<file path="config.mk">
export PLATFORM = sky130hd
export DESIGN_NAME = nfc_host
export DESIGN_NICKNAME = d
export VERILOG_FILES = /design/src/verilog/nfc_pkg.sv /design/src/verilog/nfc_host.sv /design/src/verilog/nfc_sync.sv
export SDC_FILE = /design/constraint.sdc
export NUM_CORES = 1
export LEC_CHECK = 0
export BUFFER_PORTS_ARGS = -buffer_cell sky130_fd_sc_hd__buf_2
export CORE_ASPECT_RATIO = 1.5
export CORE_MARGIN = 3
export CORE_UTILIZATION = 55
export DETAILED_ROUTE_END_ITERATION = 8
export PLACE_DENSITY = 0.86
export SLEW_MARGIN = 25
export SYNTH_ARGS = -nofsm -noshare
export SYNTH_HDL_FRONTEND = slang
export SYNTH_SLANG_ARGS = --single-unit
</file>
<file path="constraint.sdc">
create_clock -name i_clk_sys -period 6.4 [get_ports i_clk_sys]
set_input_delay 0.64 -clock i_clk_sys [delete_from_list [all_inputs] [get_ports i_clk_sys]]
set_output_delay 0.64 -clock i_clk_sys [all_outputs]
set_load 0.02 [all_outputs]
</file>
<file path="src/verilog/nfc_pkg.sv">
// package for the nor flash host controller: register map, pin timing, states
// assumes a 10 MHz system clock and an asynchronous parallel nor flash outside
// Functional notes
// - status reads strobed by output or chip enable
// - progress toggle read needs no valid address
// - protect uses addr bit6 low, bit1 high
// - unprotect uses addr bit6 high, bit1 high
// - new write right after ready, no delay
// - unprotect voltage 4 us before first write
// - unprotect voltage held 4 us after ready
// - chip-enable timed writes with write low
// - writes spaced one write cycle apart
package nfc_pkg;
    // register byte offsets on the apb side
    localparam logic [7:0]  NFC_REG_CTRL    = 8'h00;
    localparam logic [7:0]  NFC_REG_ADDR    = 8'h04;
    localparam logic [7:0]  NFC_REG_WDATA   = 8'h08;
    localparam logic [7:0]  NFC_REG_RDATA   = 8'h0C;
    localparam logic [7:0]  NFC_REG_STATUS  = 8'h10;
    localparam logic [7:0]  NFC_REG_IRQ     = 8'h14;
    localparam logic [7:0]  NFC_REG_MASK    = 8'h18;
    // ctrl fields
    localparam int          NFC_CTRL_GO     = 0;
    localparam int          NFC_CTRL_RD     = 1;
    localparam int          NFC_CTRL_CEMODE = 2;
    localparam int          NFC_CTRL_WAITRB = 3;
    localparam int          NFC_CTRL_UNPROT = 4;
    localparam int          NFC_CTRL_RESET  = 5;
    localparam int          NFC_CTRL_PROT   = 6;
    localparam int          NFC_CTRL_UNPGRP = 7;
    // address bits that select group protect and unprotect
    localparam int          NFC_PSEL_BIT    = 6;
    localparam int          NFC_A1_BIT      = 1;
    localparam int          NFC_A0_BIT      = 0;
    // irq bits
    localparam int          NFC_IRQ_DONE    = 0;
    localparam int          NFC_IRQ_READY   = 1;
    localparam int          NFC_IRQ_W       = 2;
    localparam logic [31:0] NFC_CTRL_RST    = 32'h0000_0000;
    // pin widths
    localparam int          NFC_AW          = 23;
    localparam int          NFC_DW          = 8;
    // timing in ns and derived cycle counts at 100 ns per cycle
    localparam int          NFC_CLK_NS      = 100;
    localparam int          NFC_TWC_NS      = 120;
    localparam int          NFC_TSTRB_NS    = 50;
    localparam int          NFC_UNPROTECT_SETUP_TIME_NS     = 4000;
    localparam int          NFC_UNPROTECT_HOLD_TIME_NS     = 4000;
    localparam int          NFC_TRP_NS      = 500;
    localparam int          NFC_BUSY_ASSERT_DELAY_NS    = 90;
    localparam int          NFC_TWC_CYC     = (NFC_TWC_NS + NFC_CLK_NS - 1) / NFC_CLK_NS;
    localparam int          NFC_TSTRB_CYC   = (NFC_TSTRB_NS + NFC_CLK_NS - 1) / NFC_CLK_NS;
    localparam int          NFC_UNPROTECT_SETUP_TIME_CYC    = (NFC_UNPROTECT_SETUP_TIME_NS + NFC_CLK_NS - 1) / NFC_CLK_NS;
    localparam int          NFC_UNPROTECT_HOLD_TIME_CYC    = (NFC_UNPROTECT_HOLD_TIME_NS + NFC_CLK_NS - 1) / NFC_CLK_NS;
    localparam int          NFC_TRP_CYC     = (NFC_TRP_NS + NFC_CLK_NS - 1) / NFC_CLK_NS;
    localparam int          NFC_BUSY_ASSERT_DELAY_CYC   = (NFC_BUSY_ASSERT_DELAY_NS + NFC_CLK_NS - 1) / NFC_CLK_NS;
    localparam int          NFC_CW          = 8;
    // pin cycle states
    typedef enum logic [3:0] {
        NFC_IDLE,
        NFC_RSP,
        NFC_SETUP,
        NFC_STROBE,
        NFC_GAP,
        NFC_BUSYW,
        NFC_WAITRB,
        NFC_RRB,
        NFC_RSTP
    } nfc_state_t;
endpackage

</file>
<file path="src/verilog/nfc_host.sv">
// host controller for an asynchronous nor flash: apb registers to pin cycles
// assumes a 10 MHz clock, a flash with a ready_busy_n open-drain output
// and software that polls the irq register or uses the irq pin
`timescale 1ns/1ps
module nfc_host
    import nfc_pkg::*;
(
    input  wire logic              i_clk_sys,
    input  wire logic              i_rst,
    input  wire logic              i_psel,
    input  wire logic              i_penable,
    input  wire logic              i_pwrite,
    input  wire logic [7:0]        i_paddr,
    input  wire logic [31:0]       i_pwdata,
    output logic      [31:0]       o_prdata,
    output logic                   o_pready,
    output logic                   o_pslverr,
    output logic                   o_irq,
    output logic      [NFC_AW-1:0] o_addr,
    output logic      [NFC_DW-1:0] o_dq,
    output logic                   o_dq_oe,
    input  wire logic [NFC_DW-1:0] i_dq,
    output logic                   o_ce_n,
    output logic                   o_oe_n,
    output logic                   o_we_n,
    output logic                   o_reset_n,
    output logic                   o_unprotect_high_voltage,
    input  wire logic              i_ready_busy_n
);
    // every register of the block except the dq capture flops and the ready synchroniser lives in this one struct
    typedef struct packed {
        // sequencer and software registers
        nfc_state_t              st;
        logic [NFC_CW-1:0]       cnt;
        logic [7:0]              ctrl;
        logic [NFC_AW-1:0]       addr;
        logic [NFC_DW-1:0]       wdata;
        logic [NFC_DW-1:0]       rdata;
        logic [NFC_IRQ_W-1:0]    irq;
        logic [NFC_IRQ_W-1:0]    mask;
        logic                    busy;
        // apb answer and irq pin, registered
        logic [31:0]             prdata;
        logic                    pready;
        logic                    pslverr;
        logic                    irq_o;
        // flash pins and ready history, registered
        logic [NFC_AW-1:0]       pa;
        logic [NFC_DW-1:0]       pd;
        logic                    dq_oe;
        logic                    ce_n;
        logic                    oe_n;
        logic                    we_n;
        logic                    reset_n;
        logic                    unprotect_high_voltage;
        logic                    rb_q;
    } nfc_s_t;

    nfc_s_t s_r;
    nfc_s_t s_nxt;
    logic   rb_sync;

    // ready_busy_n and dq are pins; ready_busy_n is synchronised
    nfc_sync u_rb_sync (
        .i_clk_sys (i_clk_sys),
        .i_rst     (i_rst),
        .i_async   (i_ready_busy_n),
        .o_sync    (rb_sync)
    );

    // dq pin capture through two flops
    logic [NFC_DW-1:0] dq_m_r;
    logic [NFC_DW-1:0] dq_s_r;
    always_ff @(posedge i_clk_sys or posedge i_rst) begin
        if (i_rst) begin
            dq_m_r <= 8'h00;
            dq_s_r <= 8'h00;
        end else begin
            dq_m_r <= i_dq;
            dq_s_r <= dq_m_r;
        end
    end

    // next-state: apb slave, pin sequencer, interrupt status
    always_comb begin
        logic               wr_acc;
        logic               rd_acc;
        logic [NFC_IRQ_W-1:0] set;
        logic [NFC_IRQ_W-1:0] clr;

        // hold every register unless a branch below changes it
        s_nxt   = s_r;
        set     = '0;
        clr     = '0;
        // pready answers one cycle after the access phase is seen
        wr_acc  = i_psel && i_penable && i_pwrite && !s_r.pready;
        rd_acc  = i_psel && i_penable && !i_pwrite && !s_r.pready;
        s_nxt.pready  = i_psel && i_penable && !s_r.pready;
        s_nxt.pslverr = 1'b0;
        s_nxt.rb_q    = rb_sync;

        // ready edge in any state sets the ready status
        if (rb_sync && !s_r.rb_q) begin
            set[NFC_IRQ_READY] = 1'b1;
        end

        // register writes; go is taken only when idle
        if (wr_acc) begin
            if (i_paddr == NFC_REG_CTRL) begin
                s_nxt.ctrl = i_pwdata[7:0];
            end else if (i_paddr == NFC_REG_ADDR) begin
                s_nxt.addr = i_pwdata[NFC_AW-1:0];
            end else if (i_paddr == NFC_REG_WDATA) begin
                s_nxt.wdata = i_pwdata[NFC_DW-1:0];
            end else if (i_paddr == NFC_REG_IRQ) begin
                clr = i_pwdata[NFC_IRQ_W-1:0];
            end else if (i_paddr == NFC_REG_MASK) begin
                s_nxt.mask = i_pwdata[NFC_IRQ_W-1:0];
            end else if (i_paddr != NFC_REG_RDATA && i_paddr != NFC_REG_STATUS) begin
                s_nxt.pslverr = 1'b1;
            end
        end

        // register reads
        s_nxt.prdata = 32'h0000_0000;
        if (rd_acc) begin
            if (i_paddr == NFC_REG_CTRL) begin
                s_nxt.prdata = {24'h00_0000, s_r.ctrl};
            end else if (i_paddr == NFC_REG_ADDR) begin
                s_nxt.prdata = {9'h000, s_r.addr};
            end else if (i_paddr == NFC_REG_WDATA) begin
                s_nxt.prdata = {24'h00_0000, s_r.wdata};
            end else if (i_paddr == NFC_REG_RDATA) begin
                s_nxt.prdata = {24'h00_0000, s_r.rdata};
            end else if (i_paddr == NFC_REG_STATUS) begin
                s_nxt.prdata = {28'h000_0000, s_r.unprotect_high_voltage, !s_r.reset_n, rb_sync, s_r.busy};
            end else if (i_paddr == NFC_REG_IRQ) begin
                s_nxt.prdata = {30'h0000_0000, s_r.irq};
            end else if (i_paddr == NFC_REG_MASK) begin
                s_nxt.prdata = {30'h0000_0000, s_r.mask};
            end else begin
                s_nxt.pslverr = 1'b1;
            end
        end

        // pin sequencer: one flash cycle per go, pins change only on clock edges,
        // so every pulse width and gap is a whole number of 100 ns cycles;
        // the flash answers on its own time, so completion is taken from the
        // synced ready_busy_n, when waitrb is set, only after the busy delay has surely passed
        case (s_r.st)
            // idle: strobes high, go starts a cycle, dropping unprotect ends it
            NFC_IDLE: begin
                s_nxt.ce_n  = 1'b1;
                s_nxt.oe_n  = 1'b1;
                s_nxt.we_n  = 1'b1;
                s_nxt.dq_oe = 1'b0;
                if (s_nxt.ctrl[NFC_CTRL_GO]) begin
                    s_nxt.ctrl[NFC_CTRL_GO] = 1'b0;
                    s_nxt.busy = 1'b1;
                    s_nxt.pa   = s_nxt.addr;
                    s_nxt.pd   = s_nxt.wdata;
                    s_nxt.cnt  = '0;
                    // group protect and unprotect force the select address bits
                    if (s_nxt.ctrl[NFC_CTRL_PROT]) begin
                        s_nxt.pa[NFC_PSEL_BIT] = 1'b0;
                        s_nxt.pa[NFC_A1_BIT]   = 1'b1;
                        s_nxt.pa[NFC_A0_BIT]   = 1'b0;
                    end else if (s_nxt.ctrl[NFC_CTRL_UNPGRP]) begin
                        s_nxt.pa[NFC_PSEL_BIT] = 1'b1;
                        s_nxt.pa[NFC_A1_BIT]   = 1'b1;
                        s_nxt.pa[NFC_A0_BIT]   = 1'b0;
                    end
                    // reset wins and ends the go; otherwise the elevated level if not already up
                    if (s_nxt.ctrl[NFC_CTRL_RESET]) begin
                        s_nxt.reset_n = 1'b0;
                        s_nxt.st = NFC_RSTP;
                    end else if (s_nxt.ctrl[NFC_CTRL_UNPROT] && !s_r.unprotect_high_voltage) begin
                        s_nxt.unprotect_high_voltage = 1'b1;
                        s_nxt.st = NFC_RSP;
                    end else begin
                        s_nxt.st = NFC_SETUP;
                    end
                end else if (!s_nxt.ctrl[NFC_CTRL_UNPROT] && s_r.unprotect_high_voltage) begin
                    s_nxt.busy = 1'b1;
                    s_nxt.cnt  = '0;
                    s_nxt.st   = NFC_RRB;
                end
            end

            // elevated level stands before the first strobe
            NFC_RSP: begin
                s_nxt.cnt = s_r.cnt + 8'h01;
                if (s_r.cnt == NFC_CW'(NFC_UNPROTECT_SETUP_TIME_CYC - 1)) begin
                    s_nxt.cnt = '0;
                    s_nxt.st = NFC_SETUP;
                end
            end

            NFC_SETUP: begin
                // address and data set up, chip enable and the strobe fall together
                s_nxt.dq_oe = !s_r.ctrl[NFC_CTRL_RD];
                if (s_r.ctrl[NFC_CTRL_RD]) begin
                    s_nxt.ce_n = 1'b0;
                    s_nxt.oe_n = 1'b0;
                end else if (s_r.ctrl[NFC_CTRL_CEMODE]) begin
                    s_nxt.we_n = 1'b0;
                    s_nxt.ce_n = 1'b0;
                end else begin
                    s_nxt.ce_n = 1'b0;
                    s_nxt.we_n = 1'b0;
                end
                s_nxt.cnt = '0;
                s_nxt.st  = NFC_STROBE;
            end

            // strobe low; a read stays low two cycles more for the dq synchroniser
            NFC_STROBE: begin
                s_nxt.cnt = s_r.cnt + 8'h01;
                if ((s_r.ctrl[NFC_CTRL_RD] && s_r.cnt == NFC_CW'(NFC_TSTRB_CYC + 1)) ||
                    (!s_r.ctrl[NFC_CTRL_RD] && s_r.cnt == NFC_CW'(NFC_TSTRB_CYC - 1))) begin
                    // read data: dq as the flash drove it during the strobe
                    if (s_r.ctrl[NFC_CTRL_RD]) begin
                        s_nxt.rdata = dq_s_r;
                        s_nxt.oe_n  = 1'b1;
                        s_nxt.ce_n  = 1'b1;
                    end else if (s_r.ctrl[NFC_CTRL_CEMODE]) begin
                        s_nxt.ce_n = 1'b1;
                    end else begin
                        s_nxt.we_n = 1'b1;
                    end
                    s_nxt.cnt = '0;
                    s_nxt.st  = NFC_GAP;
                end
            end

            // strobes high until the write cycle time is met
            NFC_GAP: begin
                s_nxt.we_n  = 1'b1;
                s_nxt.ce_n  = 1'b1;
                s_nxt.dq_oe = 1'b0;
                s_nxt.cnt   = s_r.cnt + 8'h01;
                if (s_r.cnt >= NFC_CW'(NFC_TWC_CYC - NFC_TSTRB_CYC)) begin
                    s_nxt.cnt = '0;
                    s_nxt.st = s_r.ctrl[NFC_CTRL_WAITRB] ? NFC_BUSYW : NFC_IDLE;
                    if (!s_r.ctrl[NFC_CTRL_WAITRB]) begin
                        s_nxt.busy = 1'b0;
                        set[NFC_IRQ_DONE] = 1'b1;
                    end
                end
            end

            NFC_BUSYW: begin
                // allow the device its busy delay before sampling
                s_nxt.cnt = s_r.cnt + 8'h01;
                if (s_r.cnt >= NFC_CW'(NFC_BUSY_ASSERT_DELAY_CYC + 2)) begin
                    s_nxt.st = NFC_WAITRB;
                end
            end

            // completion: synced ready seen high
            NFC_WAITRB: begin
                if (rb_sync) begin
                    s_nxt.busy = 1'b0;
                    s_nxt.st   = NFC_IDLE;
                    set[NFC_IRQ_DONE] = 1'b1;
                end
            end

            // hold the elevated level while ready stands
            NFC_RRB: begin
                // any busy restarts the hold count
                if (!rb_sync) begin
                    s_nxt.cnt = '0;
                end else begin
                    s_nxt.cnt = s_r.cnt + 8'h01;
                end
                if (rb_sync && s_r.cnt == NFC_CW'(NFC_UNPROTECT_HOLD_TIME_CYC - 1)) begin
                    s_nxt.unprotect_high_voltage  = 1'b0;
                    s_nxt.busy = 1'b0;
                    s_nxt.st   = NFC_IDLE;
                    set[NFC_IRQ_DONE] = 1'b1;
                end
            end

            // flash reset pulse, then wait for ready
            NFC_RSTP: begin
                s_nxt.cnt = s_r.cnt + 8'h01;
                if (s_r.cnt == NFC_CW'(NFC_TRP_CYC - 1)) begin
                    s_nxt.reset_n = 1'b1;
                    s_nxt.ctrl[NFC_CTRL_RESET] = 1'b0;
                    s_nxt.cnt = '0;
                    s_nxt.st = NFC_WAITRB;
                end
            end

            default: begin
                s_nxt.st = NFC_IDLE;
            end
        endcase

        // sticky status: set wins over write-one clear
        s_nxt.irq   = (s_r.irq & ~clr) | set;
        s_nxt.irq_o = |(s_nxt.irq & s_nxt.mask);
    end

    // state register
    always_ff @(posedge i_clk_sys or posedge i_rst) begin
        if (i_rst) begin
            s_r         <= '0;
            s_r.ctrl    <= NFC_CTRL_RST[7:0];
            // strobes, flash reset and the ready history rest high
            s_r.st      <= NFC_IDLE;
            s_r.ce_n    <= 1'b1;
            s_r.oe_n    <= 1'b1;
            s_r.we_n    <= 1'b1;
            s_r.reset_n <= 1'b1;
            s_r.rb_q    <= 1'b1;
        end else begin
            s_r <= s_nxt;
        end
    end

    // outputs straight from flops
    assign o_prdata                 = s_r.prdata;
    assign o_pready                 = s_r.pready;
    assign o_pslverr                = s_r.pslverr;
    assign o_irq                    = s_r.irq_o;

    // flash pins
    assign o_addr                   = s_r.pa;
    assign o_dq                     = s_r.pd;
    assign o_dq_oe                  = s_r.dq_oe;
    assign o_ce_n                   = s_r.ce_n;
    assign o_oe_n                   = s_r.oe_n;
    assign o_we_n                   = s_r.we_n;
    assign o_reset_n                = s_r.reset_n;
    assign o_unprotect_high_voltage = s_r.unprotect_high_voltage;
endmodule

</file>
<file path="src/verilog/nfc_sync.sv">
// two flop synchroniser for one pin input
// assumes the pin is asynchronous to i_clk_sys
`timescale 1ns/1ps
module nfc_sync (
    input  wire logic i_clk_sys,
    input  wire logic i_rst,
    input  wire logic i_async,
    output logic      o_sync
);
    logic meta_r;
    // first flop feeds only the second
    always_ff @(posedge i_clk_sys or posedge i_rst) begin
        if (i_rst) begin
            meta_r <= 1'b1;
            o_sync <= 1'b1;
        end else begin
            meta_r <= i_async;
            o_sync <= meta_r;
        end
    end
endmodule

</file>
==> impl_metrics.sql, run 1 <==
INSERT INTO impl_metrics (metric_group, metric, value, unit) VALUES
('critical_path', 'critical_path_arrival', '3.18', 'ns'),
('critical_path', 'worst_path_most_repeated_cell', 'sky130_fd_sc_hd__or4_1', ''),
('pwr', 'p_int', '1.74', 'mW'),
('floorplanning', 'coreArea', '11700', 'um2'),
('job', 'drv_cap', '0', ''),
('critical_path', 'path_cells', 'or4_1, or4_1, a211o_1, a211oi_4, o311ai_1, o211ai_1', ''),
('clocking', 'cts.sink_count', '146', ''),
('synthesis', 'syn-cell-area', '6640', 'um2'),
('cells_and_area', 'final_cell_count_no_fill', '792', ''),
('global_route', 'grt_antenna_before_repair', '0', ''),
('sta', 'fin_skew', '0.0123', 'ns'),
('floorplanning', 'die_area', '13500', 'um2'),
('floorplanning', 'chipHeight', '141', 'um'),
('synthesis', 'yosysMostFrequentCell', 'sky130_fd_sc_hd__dfrtp_1', ''),
('detailed_routing', 'dr_total_vias', '4551', ''),
('floorplanning', 'rows', '48', ''),
('synthesis', 'synth_commonest_cells', 'sky130_fd_sc_hd__dfrtp_1, sky130_fd_sc_hd__mux2_2, sky130_fd_sc_hd__buf_4', ''),
('cells_and_area', 'fillcell_total', '878', ''),
('clocking', 'clkLatencyLatePin', '0.42', 'ns'),
('sta', 'achievable_freq', '352', 'MHz'),
('cells_and_area', 'insertedDiodeCount', '0', ''),
('sta', 'worst_slew_margin_rel', '40.1', '%'),
('sta', 'unrepaired_setup_endpoints_after_global_routing', 'no', ''),
('pwr', 'power.sequential.fraction', '42.3', '%'),
('clocking', 'cts_made_buffers', '17', ''),
('clocking', 'clockBufferDepth', '2', ''),
('placement', 'post-dp-hpwl', '10800', 'um'),
('pwr', 'comb_power_share', '16.8', '%'),
('detailed_routing', 'drt_wl_total', '14900', 'um'),
('clocking', 'cts.repair_timing.setup_buffer_count', '0', ''),
('status', 'result_of_the_run', 'finished, final reports clean', ''),
('global_route', 'track_usage', '23.1', '%'),
('synthesis', 'post_syn_instances', '577', ''),
('critical_path', 'startpoint_type', 'flip-flop', ''),
('critical_path', 'cp_data_required_time', '6.73', 'ns'),
('sta', 'period_needed', '2.84', 'ns'),
('floorplanning', 'boundaryPins', '126', ''),
('clocking', 'cts_root_buffer', 'sky130_fd_sc_hd__clkbuf_16', ''),
('clocking', 'cts.htree.levels', '4', ''),
('pwr', 'power.share.clock', '41.0', '%'),
('synthesis', 'synth_top_flop_cell', 'sky130_fd_sc_hd__dfrtp_1', ''),
('sta', 'timing.setup.tns', '0', 'ns'),
('detailed_routing', 'drt.antenna.violating_nets', '0', ''),
('detailed_routing', 'drt_iter0_markers', '314', ''),
('detailed_routing', 'dr.pass1.iters', '5', ''),
('pwr', 'power.net_switching', '0.707', 'mW'),
('pwr', 'peakVddDrop', '193', 'uV'),
('critical_path', 'slowest_stage', 'sky130_fd_sc_hd__or4_1', ''),
('critical_path', 'crit_fanout', '7', ''),
('clocking', 'tritoncts', 'built', ''),
('sta', 'timing.final.setup_violations', '0', ''),
('sta', 'timing.final.hold_violations', '0', ''),
('global_route', 'grt_max_degree', '75', ''),
('cells_and_area', 'share_of_final_layout_standard_cells_stronger_than_drive_strength_1', '35.4', '%'),
('synthesis', 'ys_seq_elements', '146', ''),
('synthesis', 'yosysSeqAreaShare', '55.1', '%'),
('critical_path', 'worstSetupPathType', 'flip-flop to flip-flop', ''),
('placement', 'finalWeightedCongestion', '0.948', ''),
('synthesis', 'yosys-top-cells-area', 'sky130_fd_sc_hd__dfrtp_1, sky130_fd_sc_hd__mux2_2, sky130_fd_sc_hd__buf_4', ''),
('pwr', 'cellPowerDensity', '328', 'nW/um2'),
('detailed_routing', 'drcViolationCount', '0', ''),
('placement', 'place_inst', '760', ''),
('clocking', 'clk_pin_slew_worst_paths', '0.06', 'ns'),
('clocking', 'ctsHoldBuffers', '0', ''),
('sta', 'timing_max_transition_violations_final', '0', ''),
('global_route', 'globalRoute.totalOverflow', '0', ''),
('cells_and_area', 'num-nets-final', '687', ''),
('synthesis', 'postSynthAreaPerCell', '11.5', 'um2'),
('floorplanning', 'floorplan.initialDensity', '57.0', '%'),
('critical_path', 'maximum_cell_stage_delay_along_the_critical_path', '0.71', 'ns'),
('global_route', 'grt_pass1_vias', '4810', '');
## cell usage in the layout, fill, tap and decap left out, types with 5 or more instances in the layout
cell type                   synthesis  layout
sky130_fd_sc_hd__buf_2              6     107
sky130_fd_sc_hd__inv_1             19      18
sky130_fd_sc_hd__mux2i_1            8       8
sky130_fd_sc_hd__nand2_1           34      33
sky130_fd_sc_hd__o211ai_1           9       9
sky130_fd_sc_hd__nand3_1            7       7
sky130_fd_sc_hd__dfstp_2            7       7
sky130_fd_sc_hd__clkbuf_16          0      17
sky130_fd_sc_hd__inv_6              0       5
sky130_fd_sc_hd__a31oi_1            8       8
sky130_fd_sc_hd__nand3b_1           5       5
sky130_fd_sc_hd__and2_1            15      15
sky130_fd_sc_hd__a21oi_1           24      24
sky130_fd_sc_hd__o21ai_0           18      18
sky130_fd_sc_hd__nor2b_1            9       9
sky130_fd_sc_hd__mux2_2            69      69
sky130_fd_sc_hd__nor3_1             8       7
sky130_fd_sc_hd__dfrtp_1          139     139
sky130_fd_sc_hd__and3_1             5       5
sky130_fd_sc_hd__or4_1              5       5
sky130_fd_sc_hd__nor2_1            32      31
sky130_fd_sc_hd__conb_1             1       9
## layout make-up
type	count	area [um2]	area share (%)
Timing Repair Buffer	110	558	7.46
Tap cell	150	188	2.51
Multi-Input combinational cell	335	2390	31.9
Sequential cell	146	3660	49.0
Inverter	19	76.3	1.02
Clock inverter	14	178	2.38
Clock buffer	18	429	5.74
## final timing paths
kind,startpoint,end,slack (ns),depth (start not counted)
setup / recovery,s_r[128]$_DFFE_PP0P_,s_r[134]$_DFFE_PP0P_,3.56,6
hold / removal,i_rst,s_r[129]$_DFFE_PP0P_,0.32,2
setup reg to reg,s_r[128]$_DFFE_PP0P_,s_r[134]$_DFFE_PP0P_,3.56,6
hold reg to reg,dq_m_r[5]$_DFF_PP0_,dq_s_r[5]$_DFF_PP0_,0.35,0
max in group asynchronous,i_rst,o_addr[6]$_DFFE_PP0P_,4.74,3
min in group i_clk_sys,i_ready_busy_n,u_rb_sync.meta_r$_DFF_PP1_,0.32,1
## logic make-up after synthesis
| kind of cell | Yosys count | synth area share (%) |
|---|---|---|
| flops | 146 | 55.1 |
| simple gates | 144 | 11.4 |
| compound gates | 98 | 9.85 |
| mux | 77 | 12.9 |
| xor+xnor | 3 | 0.396 |
| buf+inv | 104 | 9.55 |
| fa+ha+maj | 4 | 0.753 |
| other cells | 1 | 0.0565 |
## sequential cells by signal (all words and copies together) (netlist names), 8 cells and up
name / cells
dq_m_r: 8
s_r: 65
o_prdata: 23
o_dq: 8
o_addr: 23
dq_s_r: 8
## power groups by stage
stage | clock network, mW | registers (mW) | logic (mW)
5_1_grt | 1.06 | 1.04 | 0.460
2_1_floorplan | 0 | 1.02 | 0.336
3_3_place_gp | 0 | 1.05 | 0.392
4_1_cts | 1.02 | 1.03 | 0.406
6_report | 1.00 | 1.04 | 0.411
3_5_place_dp | 0 | 1.05 | 0.404
## metal layers
layer | global-route usage, % | routed length, um | vias to the layer above
met4 | 10.2 | 493 | 0
met2 | 39.1 | 7720 | 238
met1 | 27.1 | 5390 | 2223
li1 | - | - | 2049
met3 | 6.35 | 1280 | 41
met5 | 0 | 0 | -
## worst max-delay path: cells and delay by family (launching register included)
kind	cells	cell delay [ns]
flip-flops	1	0.44
AO/OA/AOI/OAI	4	0.95
AND/OR/NAND/NOR	2	1.38
## stage by stage
stage               utilization [%]  setup slack, ns  hold WS, ns  instance area [um2]  power [mW]
floorplan                         -             1.85        0.331                 6670        1.35
global placement               58.9             3.18        0.336                 6860        1.44
detailed placement             58.9             3.11        0.339                 6860        1.45
CTS                            64.1             3.56        0.310                 7470        2.46
global route                   64.2             3.41        0.306                 7480        2.57
finish                         64.2             3.56        0.315                 7480        2.45
Power figures use the tool's default switching activity.
==> run 2: changes to the inputs <==
- clock period: 6.4 -> 2.8 ns (I/O delays scaled with it)
==> impl_metrics.sql, run 2 (synthesis gave the netlist of run 1 again) <==
INSERT INTO impl_metrics (metric_group, metric, value, unit) VALUES
('critical_path', 'reg2reg_depth', '7', ''),
('critical_path', 'critical_path_arrival', '2.95', 'ns'),
('sta', 'period_needed', '2.64', 'ns'),
('cells_and_area', 'insertedDiodeCount', '0', ''),
('floorplanning', 'floorplan.die.width', '95.7', 'um'),
('sta', 'fin_skew', '0.00780', 'ns'),
('cells_and_area', 'final_cell_count_no_fill', '818', ''),
('clocking', 'tritoncts', 'built', ''),
('critical_path', 'worstSetupPathType', 'flip-flop to flip-flop', ''),
('placement', 'finalWeightedCongestion', '0.982', ''),
('placement', 'post-dp-hpwl', '10900', 'um'),
('floorplanning', 'boundaryPins', '126', ''),
('critical_path', 'r2r_setup_slack', '0.16', 'ns'),
('floorplanning', 'floorplan.initialDensity', '57.0', '%'),
('cells_and_area', 'layout.cells.most_common_list', 'sky130_fd_sc_hd__dfrtp_1, sky130_fd_sc_hd__buf_2, sky130_fd_sc_hd__mux2_2', ''),
('placement', 'buffer_ports.inserted', '107', ''),
('critical_path', 'worst_setup_ep', 's_r[129]$_DFFE_PP0P_', ''),
('detailed_routing', 'dr.pass1.iters', '5', ''),
('sta', 'timing.final.hold_violations', '0', ''),
('cells_and_area', 'commonest_non_fill_non_tap_cell_in_the_layout', 'sky130_fd_sc_hd__dfrtp_1', ''),
('detailed_routing', 'drt.antenna.violating_nets', '0', ''),
('sta', 'timing.final.setup_violations', '0', ''),
('pwr', 'peakVddDrop', '495', 'uV'),
('cells_and_area', 'register_ranked_first_by_flip_flop_count', 's_r', ''),
('global_route', 'grt_max_degree', '147', ''),
('clocking', 'clkLatencyLatePin', '0.42', 'ns'),
('critical_path', 'critical_path.reg2reg.endpoint', 's_r[129]$_DFFE_PP0P_', ''),
('placement', 'place_inst', '777', ''),
('critical_path', 'reg2reg_from', 's_r[128]$_DFFE_PP0P_', ''),
('critical_path', 'startpoint_type', 'flip-flop', ''),
('clocking', 'cts.htree.levels', '4', ''),
('global_route', 'globalRoute.totalOverflow', '0', ''),
('pwr', 'static-leakage-power', '3.96', 'nW'),
('floorplanning', 'die_area', '13500', 'um2'),
('sta', 'timing.setup.tns', '0', 'ns'),
('cells_and_area', 'share_of_final_layout_standard_cells_stronger_than_drive_strength_1', '36.4', '%'),
('global_route', 'track_usage', '24.5', '%'),
('sta', 'unrepaired_setup_endpoints_after_global_routing', 'no', ''),
('sta', 'worst_slew_margin_rel', '48.6', '%'),
('status', 'result_of_the_run', 'finished, final reports clean', ''),
('pwr', 'cellPowerDensity', '733', 'nW/um2'),
('cells_and_area', 'flow.area_growth_from_synthesis', '15.8', '%'),
('sta', 'timing_max_transition_violations_final', '0', ''),
('sta', 'achievable_freq', '378', 'MHz'),
('critical_path', 'crit_fanout', '6', ''),
('clocking', 'cts_root_buffer', 'sky130_fd_sc_hd__clkbuf_16', ''),
('detailed_routing', 'drt_wl_total', '15400', 'um'),
('critical_path', 'setup.worst_path.end_class', 'flip-flop', ''),
('cells_and_area', 'largest_reg_flops', '65', ''),
('critical_path', 'startpoint', 's_r[128]$_DFFE_PP0P_', ''),
('critical_path', 'cp_data_required_time', '3.11', 'ns'),
('detailed_routing', 'dr_total_vias', '4663', ''),
('cells_and_area', 'num-nets-final', '713', ''),
('job', 'drv_cap', '0', ''),
('clocking', 'cts.sink_count', '146', ''),
('clocking', 'ctsHoldBuffers', '9', ''),
('detailed_routing', 'drt_iter0_markers', '352', ''),
('floorplanning', 'rows', '48', ''),
('floorplanning', 'coreArea', '11700', 'um2'),
('sta', 'holdWs', '0.0384', 'ns'),
('detailed_routing', 'wl_per_cell', '18.9', 'um'),
('clocking', 'cts.repair_timing.setup_buffer_count', '0', ''),
('global_route', 'grt_pass1_vias', '4968', ''),
('clocking', 'clockBufferDepth', '2', ''),
('clocking', 'cts_resized', '0', ''),
('clocking', 'cts_made_buffers', '17', ''),
('detailed_routing', 'drcViolationCount', '0', ''),
('floorplanning', 'chipHeight', '141', 'um'),
('sta', 'portion_of_the_clock_cycle_consumed_by_the_worst_path_in_the_final_layout', '94.4', '%'),
('global_route', 'grt_antenna_before_repair', '0', ''),
('global_route', 'global_route_wire_length_before_repair', '25100', 'um'),
('sta', 'worst-slew-pin-transition', '0.770', 'ns'),
('detailed_routing', 'route.detailed.vias_per_inst', '5.70', ''),
('min_path', 'hold_class', 'input pin to async pin', ''),
('clocking', 'clk_pin_slew_worst_paths', '0.06', 'ns');
==> run 2: cell count changes in the layout (fill, tap and decap cells not counted), sizes merged <==
cell         change
dlygate4sd3      +9
bufinv           -2
clkbuf           -1
clkinvlp         -2
buf             +17
clkinv           +1
inv              +4
==> run 2: final cells by class <==
| cell class | count | area [um2] |
|---|---|---|
| Fill cell | 873 | 3960 |
| Timing Repair Buffer | 136 | 801 |
| Clock inverter | 15 | 165 |
| Multi-Input combinational cell | 335 | 2380 |
| Clock buffer | 17 | 425 |
| Sequential cell | 146 | 3660 |
| Inverter | 19 | 75.1 |
| Tap cell | 150 | 188 |
==> run 2: critical path: stages (launching register included) <==
cell and delay, ns:
sky130_fd_sc_hd__dfrtp_1 0.43, sky130_fd_sc_hd__or4_1 0.59, sky130_fd_sc_hd__or4_1 0.58, sky130_fd_sc_hd__buf_4 0.20, sky130_fd_sc_hd__nand2_1 0.13, sky130_fd_sc_hd__nand2_1 0.17, sky130_fd_sc_hd__a21o_1 0.21, sky130_fd_sc_hd__a22o_1 0.22
==> run 2: worst min path at each step <==
stage	from	cells past startpoint	to	slack (ns)
floorplan	i_ready_busy_n	0	u_rb_sync.meta_r$_DFF_PP1_	0.28
global placement	dq_m_r[0]$_DFF_PP0_	0	dq_s_r[0]$_DFF_PP0_	0.33
detailed placement	dq_m_r[7]$_DFF_PP0_	0	dq_s_r[7]$_DFF_PP0_	0.34
CTS	i_pwdata[18]	2	s_r[112]$_DFF_PP0_	0.1
global route	i_pwdata[18]	2	s_r[112]$_DFF_PP0_	0.1
finish	i_rst	3	s_r[108]$_DFF_PP0_	0.04
==> run 2: routing by layer <==
| layer | track usage [%] | up-vias | wire length [um] |
|---|---|---|---|
| li1 | - | 2102 | - |
| met1 | 27.5 | 2267 | 5510 |
| met2 | 40.3 | 242 | 7790 |
| met3 | 7.79 | 52 | 1360 |
| met4 | 14.2 | 0 | 780 |
| met5 | 0 | - | 0 |
==> run 2: report_power, final <==
group | leakage (nW) | switching [mW] | internal, mW
Clock | 0.290 | 0.965 | 1.27
Sequential | 1.94 | 0.125 | 2.21
Combinational | 1.73 | 0.649 | 0.423
==> run 2: per-stage QoR <==
stage	area (um2)	power, mW	util (%)	setup slack [ns]
2_1_floorplan	6680	3.09	-	0.226
3_3_place_gp	7010	3.36	60.2	0.175
3_5_place_dp	7010	3.41	60.2	0.113
4_1_cts	7690	5.66	66.0	0.161
5_1_grt	7690	5.90	66.0	0.0353
6_report	7690	5.64	66.0	0.157
==> run 3: changes to the inputs <==
- CELL_PAD_IN_SITES_DETAIL_PLACEMENT: default -> 1
- CELL_PAD_IN_SITES_GLOBAL_PLACEMENT: default -> 2
- CORE_UTILIZATION: 55 -> 36
==> impl_metrics.sql, run 3 (synthesis gave the netlist of run 1 again) <==
INSERT INTO impl_metrics (metric_group, metric, value, unit) VALUES
('clocking', 'cts_made_buffers', '17', ''),
('sta', 'period_needed', '2.64', 'ns'),
('detailed_routing', 'dr_wl_met2', '9360', 'um'),
('pwr', 'cellPowerDensity', '752', 'nW/um2'),
('global_route', 'grt_pass1_vias', '5183', ''),
('critical_path', 'path_cells', 'or4_1, or4_1, a211o_1, a211oi_4, o311ai_1, o211ai_1', ''),
('sta', 'holdWs', '0.0752', 'ns'),
('floorplanning', 'boundaryPins', '126', ''),
('clocking', 'ctsHoldBuffers', '9', ''),
('sta', 'timing.final.setup_violations', '0', ''),
('cells_and_area', 'final_cell_area', '7880', 'um2'),
('sta', 'timing.setup.tns', '0', 'ns'),
('clocking', 'cts_root_buffer', 'sky130_fd_sc_hd__clkbuf_16', ''),
('detailed_routing', 'route.detailed.vias_per_inst', '5.17', ''),
('global_route', 'grt_antenna_before_repair', '1', ''),
('sta', 'achievable_freq', '379', 'MHz'),
('placement', 'finalWeightedCongestion', '0.869', ''),
('floorplanning', 'die_area', '20200', 'um2'),
('detailed_routing', 'drt.antenna.violating_nets', '0', ''),
('critical_path', 'cp_num_cells', '6', ''),
('cells_and_area', 'num-nets-final', '721', ''),
('critical_path', 'r2r_setup_slack', '0.16', 'ns'),
('clocking', 'cts.htree.levels', '4', ''),
('floorplanning', 'rows', '60', ''),
('detailed_routing', 'drt_iter0_markers', '230', ''),
('sta', 'fin_skew', '0.00900', 'ns'),
('global_route', 'global_route_wire_length_before_repair', '27400', 'um'),
('critical_path', 'worst_path_most_repeated_cell', 'sky130_fd_sc_hd__or4_1', ''),
('global_route', 'globalRoute.totalOverflow', '0', ''),
('critical_path', 'critical_path_arrival', '2.96', 'ns'),
('sta', 'portion_of_the_clock_cycle_consumed_by_the_worst_path_in_the_final_layout', '94.2', '%'),
('clocking', 'clk_pin_slew_worst_paths', '0.06', 'ns'),
('clocking', 'clkLatencyLatePin', '0.42', 'ns'),
('global_route', 'grt_max_degree', '147', ''),
('cells_and_area', 'finalCoreUtilization', '43.8', '%'),
('placement', 'post-dp-hpwl', '12800', 'um'),
('cells_and_area', 'share_of_final_layout_standard_cells_stronger_than_drive_strength_1', '36.9', '%'),
('critical_path', 'reg2reg_from', 's_r[128]$_DFFE_PP0P_', ''),
('pwr', 'static-leakage-power', '4.01', 'nW'),
('detailed_routing', 'dr.max_layer_used', 'met5', ''),
('pwr', 'power.total', '5.92', 'mW'),
('clocking', 'cts.repair_timing.setup_buffer_count', '0', ''),
('critical_path', 'worstSetupPathType', 'flip-flop to flip-flop', ''),
('detailed_routing', 'dr.pass1.iters', '4', ''),
('critical_path', 'reg2reg_depth', '6', ''),
('floorplanning', 'floorplan.die.width', '117', 'um'),
('cells_and_area', 'register_ranked_first_by_flip_flop_count', 's_r', ''),
('floorplanning', 'coreArea', '18000', 'um2'),
('critical_path', 'slowest_stage', 'sky130_fd_sc_hd__or4_1', ''),
('cells_and_area', 'insertedDiodeCount', '0', ''),
('placement', 'dpl_worst_slack', '0.0447', 'ns'),
('sta', 'timing_max_transition_violations_final', '0', ''),
('sta', 'unrepaired_setup_endpoints_after_global_routing', 'no', ''),
('detailed_routing', 'wl_per_cell', '19.5', 'um'),
('sta', 'worst-slew-pin-transition', '0.804', 'ns'),
('critical_path', 'maximum_cell_stage_delay_along_the_critical_path', '0.60', 'ns'),
('critical_path', 'worstPathBufferInverterCount', '0', ''),
('cells_and_area', 'final_cell_count_no_fill', '891', ''),
('critical_path', 'crit_fanout', '6', ''),
('placement', 'buffer_ports.inserted', '107', ''),
('cells_and_area', 'largest_reg_flops', '65', ''),
('status', 'result_of_the_run', 'finished, final reports clean', ''),
('sta', 'timing.final.hold_violations', '0', ''),
('sta', 'worst_slew_margin_rel', '46.4', '%'),
('global_route', 'track_usage', '17.8', '%'),
('clocking', 'cts.sink_count', '146', ''),
('pwr', 'peakVddDrop', '373', 'uV'),
('job', 'drv_cap', '0', ''),
('placement', 'place_inst', '852', ''),
('sta', 'worst_setup_slack_after_layout', '0.162', 'ns'),
('cells_and_area', 'commonest_non_fill_non_tap_cell_in_the_layout', 'sky130_fd_sc_hd__dfrtp_1', ''),
('cells_and_area', 'flow.area_growth_from_synthesis', '18.7', '%'),
('detailed_routing', 'drt_wl_total', '17400', 'um'),
('detailed_routing', 'dr_total_vias', '4603', ''),
('cells_and_area', 'layout.cells.most_common_list', 'sky130_fd_sc_hd__dfrtp_1, sky130_fd_sc_hd__buf_2, sky130_fd_sc_hd__mux2_2', ''),
('min_path', 'hold_class', 'input pin to async pin', ''),
('clocking', 'clockBufferDepth', '2', ''),
('critical_path', 'critical_path.top_delay_family', 'simple AND/OR/NAND/NOR gates', ''),
('detailed_routing', 'detailed_route_wirelength_on_metal3', '946', 'um'),
('detailed_routing', 'drcViolationCount', '0', ''),
('critical_path', 'setup.worst_path.end_class', 'flip-flop', ''),
('floorplanning', 'chipHeight', '172', 'um'),
('critical_path', 'startpoint_type', 'flip-flop', ''),
('critical_path', 'critical_path.reg2reg.endpoint', 's_r[134]$_DFFE_PP0P_', ''),
('clocking', 'tritoncts', 'built', ''),
('detailed_routing', 'wirelength_met1', '6490', 'um'),
('clocking', 'cts_resized', '0', ''),
('floorplanning', 'floorplan.initialDensity', '36.9', '%'),
('placement', 'placed_area', '7160', 'um2'),
('critical_path', 'cp_data_required_time', '3.13', 'ns');
run 3: changes by cell type in the layout (fill, tap and decap cells not counted), sizes merged:
cell and delta:
buf +8, bufinv +4, clkinv -1, clkinvlp +2
inv -7
run 3: cell type report:
cell class                      instances  area (um2)
Multi-Input combinational cell        335        2380
Fill cell                            1986       10100
Timing Repair Buffer                  144         861
Sequential cell                       146        3660
Inverter                               19        75.1
Tap cell                              217         272
Clock buffer                           17         425
Clock inverter                         13         209
run 3: worst min-delay path, stage by stage:
cell and delay [ns]:
sky130_fd_sc_hd__buf_2 0.11, sky130_fd_sc_hd__clkinvlp_4 0.07, sky130_fd_sc_hd__buf_12 0.51
run 3: worst max-delay path by stage:
stage	startpoint	end	slack [ns]
3_5_place_dp	i_paddr[1]	s_r[125]$_DFFE_PP0P_	0.04
3_3_place_gp	i_paddr[1]	s_r[125]$_DFFE_PP0P_	0.16
4_1_cts	s_r[128]$_DFFE_PP0P_	s_r[134]$_DFFE_PP0P_	0.15
5_1_grt	s_r[128]$_DFFE_PP0P_	s_r[134]$_DFFE_PP0P_	0.12
6_report	s_r[128]$_DFFE_PP0P_	s_r[134]$_DFFE_PP0P_	0.16
2_1_floorplan	s_r[128]$_DFFE_PP0P_	s_r[134]$_DFFE_PP0P_	0.23
run 3: where the power goes:
part	switching, mW	internal (mW)
logic	0.682	0.452
clock network	0.882	1.57
registers	0.121	2.21
total	1.69	4.24
run 3: routing by layer:
metal	up-vias	global-route usage, %
met1	2309	19.6
met3	37	4.94
li1	2110	-
met5	-	0
met2	145	31.7
met4	2	7.83
